### src/verilog/pwr_events_consts.svh
// Register offsets, field positions, event codes and reset values.
`ifndef PWR_EVENTS_CONSTS_SVH
`define PWR_EVENTS_CONSTS_SVH
`define OFS_SETUP0 6'h00
`define OFS_COUNT_LO0 6'h10
`define OFS_COUNT_HI0 6'h20
`define OFS_FILTER_LO 6'h30
`define OFS_FILTER_HI 6'h31
`define OFS_TALLY 6'h32
`define SETUP_SEL_LSB 0
`define SETUP_SEL_MSB 7
`define SETUP_EDGE_BIT 18
`define SETUP_EN_BIT 22
`define SETUP_INV_BIT 23
`define SETUP_THR_LSB 24
`define SETUP_THR_MSB 31
`define SETUP_RESET 32'h0000_0000
`define FILTER_RESET 32'h0000_0000
`define EV_NOTHING 8'h00
`define EV_CLOCK 8'h01
`define EV_VOLT_TRANS 8'h03
`define EV_THERM_LIMIT 8'h04
`define EV_POWER_LIMIT 8'h05
`define EV_BAND0 8'h0b
`define EV_BAND1 8'h0c
`define EV_BAND2 8'h0d
`define EV_BAND3 8'h0e
`define EV_LIGHT_CROSS 8'h11
`define EV_HEAVY_CROSS 8'h12
`define EV_PKG_ACTIVE 8'h2a
`define EV_PKG_DEEP 8'h2d
`define EV_MEM_SHED 8'h2f
`define EV_ACTIVE_TALLY 8'h35
`define EV_SLEEP_TALLY 8'h37
`define EV_CSTATE_TRANS 8'h72
`define EV_IO_LIMIT 8'h73
`define EV_FREQ_CHANGE 8'h74
`define EV_OCC_ACTIVE 8'h80
`endif

### src/verilog/pwr_events_pkg.sv
// Types shared by the power unit event counters.
package pwr_events_pkg;
  typedef logic [7:0] event_code_t;
  typedef logic [3:0] tally_t;
  typedef logic [7:0] band_t;
endpackage : pwr_events_pkg

### src/verilog/power_unit_event_counters.sv
// Power unit event counters with an Avalon-MM register slave.
//
// Register access over Avalon-MM and the address map were decided locally.
`include "pwr_events_consts.svh"

module power_unit_event_counters #(
  parameter int NUM_CTR = 4,
  parameter int CTR_W = 48
) (
  input wire logic clk_sys_i,
  input wire logic srst_i,
  input wire logic ce_i,
  input wire logic [5:0] avs_address_i,
  input wire logic avs_read_i,
  input wire logic avs_write_i,
  input wire logic [31:0] avs_writedata_i,
  input wire logic [3:0] avs_byteenable_i,
  output logic [31:0] avs_readdata_o,
  output logic avs_waitrequest_o,
  output logic [1:0] avs_response_o,
  input wire pwr_events_pkg::tally_t active_core_tally_i,
  input wire pwr_events_pkg::tally_t sleeping_core_tally_i,
  input wire pwr_events_pkg::band_t uncore_ratio_i,
  input wire logic volt_trans_i,
  input wire logic therm_limit_i,
  input wire logic power_limit_i,
  input wire logic light_cross_limit_i,
  input wire logic heavy_cross_limit_i,
  input wire logic pkg_active_i,
  input wire logic pkg_deep_i,
  input wire logic pkg_transit_i,
  input wire logic mem_shed_i,
  input wire logic cstate_trans_i,
  input wire logic io_limit_i,
  input wire logic freq_change_i
);
  import pwr_events_pkg::*;

  generate
    if (NUM_CTR != 4 || CTR_W <= 32 || CTR_W > 64)
    begin : g_bad_params
      $error("power_unit_event_counters: unsupported parameters");
    end
  endgenerate

  // ****************************************************************
  // Input synchronisers.
  // ****************************************************************
  localparam int NFLAG = 12;
  logic [NFLAG-1:0] flag_meta_reg, flag_reg;
  tally_t act_meta_reg, act_reg, slp_meta_reg, slp_reg;
  band_t ratio_meta_reg, ratio_reg;
  wire logic [NFLAG-1:0] flag_raw = {freq_change_i, io_limit_i,
    cstate_trans_i, mem_shed_i, pkg_transit_i, pkg_deep_i, pkg_active_i,
    heavy_cross_limit_i, light_cross_limit_i, power_limit_i,
    therm_limit_i, volt_trans_i};

  always_ff @(posedge clk_sys_i)
  begin
    if (srst_i)
    begin
      flag_meta_reg <= '0;
      flag_reg <= '0;
      act_meta_reg <= '0;
      act_reg <= '0;
      slp_meta_reg <= '0;
      slp_reg <= '0;
      ratio_meta_reg <= '0;
      ratio_reg <= '0;
    end
    else if (ce_i)
    begin
      flag_meta_reg <= flag_raw;
      flag_reg <= flag_meta_reg;
      act_meta_reg <= active_core_tally_i;
      act_reg <= act_meta_reg;
      slp_meta_reg <= sleeping_core_tally_i;
      slp_reg <= slp_meta_reg;
      ratio_meta_reg <= uncore_ratio_i;
      ratio_reg <= ratio_meta_reg;
    end
  end

  // ****************************************************************
  // Event selection and counting.
  // ****************************************************************
  logic [31:0] setup_reg [NUM_CTR];
  logic [CTR_W-1:0] count_reg [NUM_CTR];
  logic [31:0] filter_reg;
  logic [NUM_CTR-1:0] cond_prev_reg;
  logic wr_take, rd_take;
  logic [5:0] wr_addr;

  // Returns the per-cycle increment for an event code; unlisted codes add 0.
  function automatic logic [7:0] event_value(input event_code_t sel,
    input logic [NFLAG-1:0] f, input tally_t act, input tally_t slp,
    input logic [31:0] filt, input band_t ratio);
    logic [7:0] v;
    v = 8'h00;
    case (sel)
      `EV_NOTHING: v = 8'h00;
      `EV_CLOCK: v = 8'h01;
      `EV_VOLT_TRANS: v = {7'h00, f[0]};
      `EV_THERM_LIMIT: v = {7'h00, f[1]};
      `EV_POWER_LIMIT: v = {7'h00, f[2]};
      `EV_LIGHT_CROSS: v = {7'h00, f[3]};
      `EV_HEAVY_CROSS: v = {7'h00, f[4]};
      // Residency excludes cycles spent in a package transition.
      `EV_PKG_ACTIVE: v = {7'h00, f[5] & ~f[7]};
      `EV_PKG_DEEP: v = {7'h00, f[6] & ~f[7]};
      `EV_MEM_SHED: v = {7'h00, f[8]};
      `EV_CSTATE_TRANS: v = {7'h00, f[9]};
      `EV_IO_LIMIT: v = {7'h00, f[10]};
      `EV_FREQ_CHANGE: v = {7'h00, f[11]};
      `EV_ACTIVE_TALLY, `EV_OCC_ACTIVE: v = {4'h0, act};
      `EV_SLEEP_TALLY: v = {4'h0, slp};
      // Band events: count while the ratio sits below that band's value.
      `EV_BAND0: v = {7'h00, ratio < filt[7:0]};
      `EV_BAND1: v = {7'h00, ratio < filt[15:8]};
      `EV_BAND2: v = {7'h00, ratio < filt[23:16]};
      `EV_BAND3: v = {7'h00, ratio < filt[31:24]};
      default: v = 8'h00;
    endcase
    return v;
  endfunction : event_value

  logic [7:0] raw_val [NUM_CTR];
  logic [NUM_CTR-1:0] cond_now;
  logic [7:0] inc_val [NUM_CTR];

  genvar gi;
  generate
    for (gi = 0; gi < NUM_CTR; gi++)
    begin : g_ctr
      wire logic [7:0] thr = setup_reg[gi][`SETUP_THR_MSB:`SETUP_THR_LSB];
      wire logic inv = setup_reg[gi][`SETUP_INV_BIT];
      wire logic edg = setup_reg[gi][`SETUP_EDGE_BIT];
      wire logic en = setup_reg[gi][`SETUP_EN_BIT];
      always_comb
      begin
        raw_val[gi] = event_value(
          setup_reg[gi][`SETUP_SEL_MSB:`SETUP_SEL_LSB], flag_reg, act_reg,
          slp_reg, filter_reg, ratio_reg);
        // Threshold zero compares against one, so inversion still works.
        if (thr == 8'h00)
          cond_now[gi] = (raw_val[gi] != 8'h00) ^ inv;
        else
          cond_now[gi] = (raw_val[gi] >= thr) ^ inv;
        if (!en)
          inc_val[gi] = 8'h00;
        else if (edg)
          inc_val[gi] = {7'h00, cond_now[gi] & ~cond_prev_reg[gi]};
        else if (thr == 8'h00 && !inv)
          inc_val[gi] = raw_val[gi];
        else
          inc_val[gi] = {7'h00, cond_now[gi]};
      end

      // A disabled counter reads as already high, so enabling it while the
      // condition holds is not mistaken for a transition.
      always_ff @(posedge clk_sys_i)
      begin
        if (srst_i)
          cond_prev_reg[gi] <= 1'b1;
        else if (ce_i)
          cond_prev_reg[gi] <= cond_now[gi] | ~en;
      end

      // Software load wins over counting in the same cycle.
      always_ff @(posedge clk_sys_i)
      begin
        if (srst_i)
          count_reg[gi] <= '0;
        else if (ce_i)
        begin
          if (wr_take && wr_addr == `OFS_COUNT_LO0 + 6'(gi))
            count_reg[gi][31:0] <= avs_writedata_i;
          else if (wr_take && wr_addr == `OFS_COUNT_HI0 + 6'(gi))
            count_reg[gi][CTR_W-1:32] <= avs_writedata_i[CTR_W-33:0];
          else
            count_reg[gi] <= count_reg[gi] +
              CTR_W'(inc_val[gi]);
        end
      end

      always_ff @(posedge clk_sys_i)
      begin
        if (srst_i)
          setup_reg[gi] <= `SETUP_RESET;
        else if (ce_i && wr_take && wr_addr == `OFS_SETUP0 + 6'(gi))
          setup_reg[gi] <= avs_writedata_i;
      end
    end
  endgenerate

  // ****************************************************************
  // Band filter register.
  // ****************************************************************
  always_ff @(posedge clk_sys_i)
  begin
    if (srst_i)
      filter_reg <= `FILTER_RESET;
    else if (ce_i && wr_take && wr_addr == `OFS_FILTER_LO)
    begin
      for (int b = 0; b < 4; b++)
        if (avs_byteenable_i[b])
          filter_reg[b*8 +: 8] <= avs_writedata_i[b*8 +: 8];
    end
  end

  // ****************************************************************
  // Avalon-MM slave: one wait cycle, then the answer.
  // ****************************************************************
  logic ack_reg;
  logic [31:0] rdata_reg;
  logic [1:0] resp_reg;

  function automatic logic addr_mapped(input logic [5:0] a);
    return (a < `OFS_SETUP0 + 6'(NUM_CTR)) ||
      (a >= `OFS_COUNT_LO0 && a < `OFS_COUNT_LO0 + 6'(NUM_CTR)) ||
      (a >= `OFS_COUNT_HI0 && a < `OFS_COUNT_HI0 + 6'(NUM_CTR)) ||
      (a >= `OFS_FILTER_LO && a <= `OFS_TALLY);
  endfunction : addr_mapped

  assign wr_addr = avs_address_i;
  assign wr_take = avs_write_i && ack_reg && addr_mapped(avs_address_i);
  assign rd_take = avs_read_i && !ack_reg;
  assign avs_waitrequest_o = (avs_read_i || avs_write_i) && !ack_reg;
  assign avs_readdata_o = rdata_reg;
  assign avs_response_o = resp_reg;

  logic [31:0] rd_mux;
  always_comb
  begin
    rd_mux = 32'h0000_0000;
    for (int k = 0; k < NUM_CTR; k++)
    begin
      if (avs_address_i == `OFS_SETUP0 + 6'(k))
        rd_mux = setup_reg[k];
      if (avs_address_i == `OFS_COUNT_LO0 + 6'(k))
        rd_mux = count_reg[k][31:0];
      if (avs_address_i == `OFS_COUNT_HI0 + 6'(k))
        rd_mux = {{(64-CTR_W){1'b0}}, count_reg[k][CTR_W-1:32]};
    end
    if (avs_address_i == `OFS_FILTER_LO)
      rd_mux = filter_reg;
    if (avs_address_i == `OFS_TALLY)
      rd_mux = {24'h00_0000, slp_reg, act_reg};
  end

  always_ff @(posedge clk_sys_i)
  begin
    if (srst_i)
    begin
      ack_reg <= 1'b0;
      rdata_reg <= 32'h0000_0000;
      resp_reg <= 2'h0;
    end
    else if (ce_i)
    begin
      ack_reg <= (avs_read_i || avs_write_i) && !ack_reg;
      if (rd_take)
        rdata_reg <= rd_mux;
      if ((avs_read_i || avs_write_i) && !ack_reg)
        resp_reg <= addr_mapped(avs_address_i) ? 2'h0 : 2'h2;
    end
  end
endmodule : power_unit_event_counters

### config.mk
export PLATFORM = sky130hd
export DESIGN_NAME = power_unit_event_counters
export DESIGN_NICKNAME = d
export VERILOG_FILES = /design/src/verilog/pwr_events_pkg.sv /design/src/verilog/power_unit_event_counters.sv
export VERILOG_INCLUDE_DIRS = /design/src /design/src/verilog
export SDC_FILE = /design/constraint.sdc
export NUM_CORES = 1
export LEC_CHECK = 0
export BUFFER_PORTS_ARGS = -buffer_cell sky130_fd_sc_hd__buf_2
export CORE_UTILIZATION = 45
export CTS_CLUSTER_DIAMETER = 60
export CTS_CLUSTER_SIZE = 14
export DETAILED_ROUTE_END_ITERATION = 7
export PLACE_DENSITY_LB_ADDON = 0.3
export REMOVE_ABC_BUFFERS = 1
export SYNTH_ARGS = -nofsm -noshare
export SYNTH_HDL_FRONTEND = slang
export SYNTH_SLANG_ARGS = --single-unit
### constraint.sdc
create_clock -name clk_sys_i -period 8.94 [get_ports clk_sys_i]
set_input_delay 0.447 -clock clk_sys_i [delete_from_list [all_inputs] [get_ports clk_sys_i]]
set_output_delay 0.447 -clock clk_sys_i [all_outputs]
set_load 0.05 [all_outputs]
==> After elaboration in Yosys (flattened, before gate mapping) <==
Memories as Yosys holds them, arrays and structs flattened.
Cells that the tools add are included.
{ "word_totals": {"ff_bits": 127, "latch_bits": 0, "ram_bits": 320, "rom_bits": 0, "in_bits": 75, "elab_cells": 354, "n_memories": 2} }
{ "op_classes": {"n_addsub": 4, "mul": 0, "n_div": 0, "n_lt_le_gt_ge": 15, "n_eq_ne": 89, "shift": 0, "muxes": 125, "bitwise_logic": 47, "n_reduce_logical": 53} }
{ "mem_list": {"columns": ["name", "words", "width", "read_ports", "rd_ports_with_merged_regs", "wr", "line_no", "text"], "rows": [
  ["count_reg", 4, 48, 4, 0, 4, "power_unit_event_counters.sv:88", "logic [CTR_W-1:0] count_reg [NUM_CTR];"],
  ["setup_reg", 4, 32, 4, 0, 4, "power_unit_event_counters.sv:87", "logic [31:0] setup_reg [NUM_CTR];"]
]} }
{ "ops": {"columns": ["cell", "count"], "rows": [
  ["two-way mux 32 bit", 26],
  ["case mux 4 bit (18 select lines)", 4],
  ["adder 48 x 8 -> 48 bit", 4],
  ["== test 8 x 6 -> 1 bit (second input constant)", 20],
  ["== test 8 x 4 -> 1 bit (second input constant)", 16],
  ["two-way mux 16 bit", 8],
  ["== test 8 x 7 -> 1 bit (second input constant)", 12],
  ["two-way mux 8 bit", 12],
  ["two-way mux 1 bit", 74],
  ["== test 8 x 3 -> 1 bit (second input constant)", 8],
  ["== test 8 x 5 -> 1 bit (second input constant)", 8],
  ["== test 6 bit (second input constant)", 6],
  ["== test 8 x 1 -> 1 bit (second input constant)", 4],
  ["== test 8 x 2 -> 1 bit (second input constant)", 4],
  ["== test 8 bit (second input constant)", 4],
  [">= comparator 8 bit", 4],
  ["zero test 8 bit", 4],
  ["< comparator 8 bit", 4],
  ["nonzero test 8 bit", 4],
  ["logical AND 1 bit", 25],
  ["== test 6 x 5 -> 1 bit (second input constant)", 4],
  ["bitwise OR 1 bit", 24],
  ["== test 6 x 2 -> 1 bit (second input constant)", 2],
  [">= comparator 6 bit (second input constant)", 2],
  ["15 further kinds", 50]
]} }

==> Longest topological paths before layout <==
{ "logic_depth": {"depth_word": 15, "ltp_mapped": 30} }

==> Worst setup path before layout <==
Ideal clock, no wire load.
{ "synth_path": {"path_kind": "register to register", "start": "register filter_reg[4]", "end": "memory count_reg[3][44], data pin", "t_arrival_ns": 5.248, "setup_slack_ns": 3.425, "stages_incl_launch_ff": 30, "path_buffers": 1, "cell_sequence": "dfxtp_1 inv_1 ha_1 a21o_1 a2111oi_0 o21ai_0 a2111oi_0 o31ai_1 nand2_1 inv_1 ha_1 nand2b_1 a21o_1 a21oi_1 nor2b_1 o31ai_1 or3b_2 o21ai_0 ha_1 inv_1 fa_1 inv_1 a21oi_1 o21ai_1 and3b_1 clkbuf_1 nand4_1 nor4_1 xnor2_1 o21ai_0"} }
{ "synth_lines": {"columns": ["item", "line_no", "text"], "rows": [
  ["start: declaration", "power_unit_event_counters.sv:89", "logic [31:0] filter_reg;"],
  ["start signal: assignment", "power_unit_event_counters.sv:202", "filter_reg <= `FILTER_RESET;"],
  ["start signal: indexed assignment", "power_unit_event_counters.sv:207", "filter_reg[b*8 +: 8] <= avs_writedata_i[b*8 +: 8];"],
  ["end: declaration", "power_unit_event_counters.sv:88", null]
]} }

==> out/results.ini <==
[global_routing]
antenna_found_initial=4
grt_pass1_vias=21600
grt_pass1_wl_mm=146
top_usage_layer=met2
grt_max_degree=60
overflow=0
grt_usage_pct=33.2
use_met1_pct=45.8
grt_use_met3_pct=8.25
met2_usage_pct=48.3

[synthesis]
netlist_top_cells_count=nand2_1, edfxtp_1, o21ai_0, nor2_1, clkbuf_1
synth_top_area_share_pct=36.6
post_synth_instance_area_mm2=0.0263
synth-edff-count=320
ys_types=90
syn_area_per_cell_um2=9.30
yosysMostFrequentCell=nand2_1
ys_seq_area_share_pct=46.2
synth.ff_latch_count=446
synthArstFlopShare_pct=0
syn_inst=2826
synth.largest_area_cell=edfxtp_1
synthFlopType=edfxtp_1
yosysWarnings=0
synth_area_leaders=edfxtp_1, dfxtp_1, nand2_1, o21ai_0, and2_1

[placed_design]
portBuffers=108
place_congestion=1.00
hpwlAfterDp_mm=71.7

[worst_setup_path]
endpoint_kind=flip-flop
slowest_stage=or3b_2
worstPathMaxFanout=7
cp-start-kind=flip-flop
critPathRequiredTime_ns=9.25
slowest_delay_ns=0.52
crit_arrival_ns=7.46
path_class=flip-flop to flip-flop

[run_status]
status=finished, final reports clean

[timing]
report.final.setup_viol=0
setup_tns_ns=0
min_period_ns=7.15
hold_violations=0
fmax_mhz=140
grt_setup_unrepaired=false
post-route-period-util_pct=80.0
timing.slew.headroom_pct=3.89
worst_pin_slew_ns=1.43
slew_viol_final=0
fin_skew_ns=0.0236

[power]
p_leak_nw=10.2
power_density_mw_per_mm2=163
max-vdd-ir-drop_v=0.000116

[clock_network]
cts_resized=0
cts.sinks=446
clockBufferDepth=3
clk_latency_ns=0.59
cts_root_buf=clkbuf_16
cts-buffers-inserted=43
htreeDepth=2
tritoncts=done
path_clk_slew_ns=0.07
hold_buffers=0
cts_setup_buffers=0

[layout]
areaGrowthSynthToFinish_pct=9.69
final_nets=2982
largest_register_ffs=192
drive_gt1_share_pct=9.11
final_util_pct=49.9

[routing]
dr.first_iter.drc_count=3396
ant_nets=0
drt_pass1_iterations=6
viasPerCell=6.47
wl_per_cell_um=27.5
drt_wl_total_mm=100
drc=0
vias=23600

[die]
dieHeight_um=244
start_util_pct=45.5
die_area_mm2=0.0594
ios=110
rows=88
die_w_um=244
core_area_mm2=0.0577

[min_path]
hold_path_class=input pin to flip-flop

[job]
cap_violations=0

[kinds of logic (layout without fill, tap and decap cells)]
family	after synthesis	after routing	share of synthesized area, %
DFF	446	446	46.2
buffers and inverters	289	339	4.25
muxes	73	73	2.79
adders and majority gates	64	64	3.16
AOI/OAI and AO/OA	675	675	16.4
and+or+nand+nor	1092	1092	21.0
other	1	5	0.0143
xor gates and xnor gates	186	186	6.20
[per-layer routing]
metal / up-vias / share of wire, %
li1: 10300 / -
met3: 299 / 13
met2: 1544 / 42
met5: - / 0.023
met1: 11400 / 39
met4: 4 / 5.6
[layout by cell type (no fill, tap or decap), types with 8 or more instances in the layout]
cell	n
nand4_1	48
inv_1	113
xnor2_1	93
buf_4	42
nor2_2	10
and4_1	20
nand3_1	113
a222oi_1	9
ha_1	60
a221oi_1	57
o21ai_0	244
o22ai_1	11
mux2i_1	72
nand2_1	342
xor2_1	93
dfxtp_1	126
edfxtp_1	320
o211ai_1	10
nor4_1	21
nor2b_1	18
nor2_1	207
and2_1	139
nand3b_1	10
a21o_1	19
and3_1	31
clkbuf_1	13
nand2b_1	30
a31oi_1	22
a2111oi_0	9
buf_2	106
nor3_1	36
a22oi_1	48
a22o_1	12
a21oi_1	119
o21ai_1	8
clkbuf_16	45
a211oi_1	29
[path summary, 6_finish.rpt]
kind | endpoint | start | cells after the start | slack, ns
min | slp_meta_reg[0] | sleeping_core_tally_i[0] | 3 | 0.09
min reg2reg | filter_reg[12] | filter_reg[12] | 2 | 0.46
max reg2reg | count_reg[3][44] | ratio_reg[4] | 27 | 1.79
max | count_reg[3][44] | ratio_reg[4] | 27 | 1.79
[per-stage QoR]
stage	cell area, µm²	std cells	setup WS, ns	hold WS (ns)	power, mW
final	28800	3645	1.79	0.0943	4.70
after global routing	28800	3641	1.31	0.0920	4.82
after CTS	28800	3641	2.00	0.0793	4.70
after detailed placement	27500	3563	2.02	0.455	2.88
after global placement	27500	3563	2.12	0.443	2.87
after floorplan	25600	2650	3.37	0.430	2.64
[final cells by class]
cell class	instances	area (µm²)
clock buffer	61	1220
sequential	446	12100
fill	5354	28900
timing repair buffer	148	846
antenna	4	10.0
multi-input combinational	2091	13100
inverter	113	424
clock inverter	17	134
tap	765	957
[power breakdown]
part / internal, mW / switching, mW / leakage [nW]
clock: 0.988 / 0.858 / 0.665
combinational: 0.126 / 0.292 / 5.03
sequential: 2.31 / 0.124 / 4.46
total: 3.43 / 1.27 / 10.2
[critical path: cells and delay by family, from the launching register on]
kind | cells | cell delay, ns
DFF | 1 | 0.45
xor gates and xnor gates | 1 | 0.16
buffers and inverters | 3 | 0.20
AOI/OAI and AO/OA | 12 | 2.97
and+or+nand+nor | 7 | 1.82
adders and majority gates | 4 | 1.26
(Power assumes the default switching activity.)
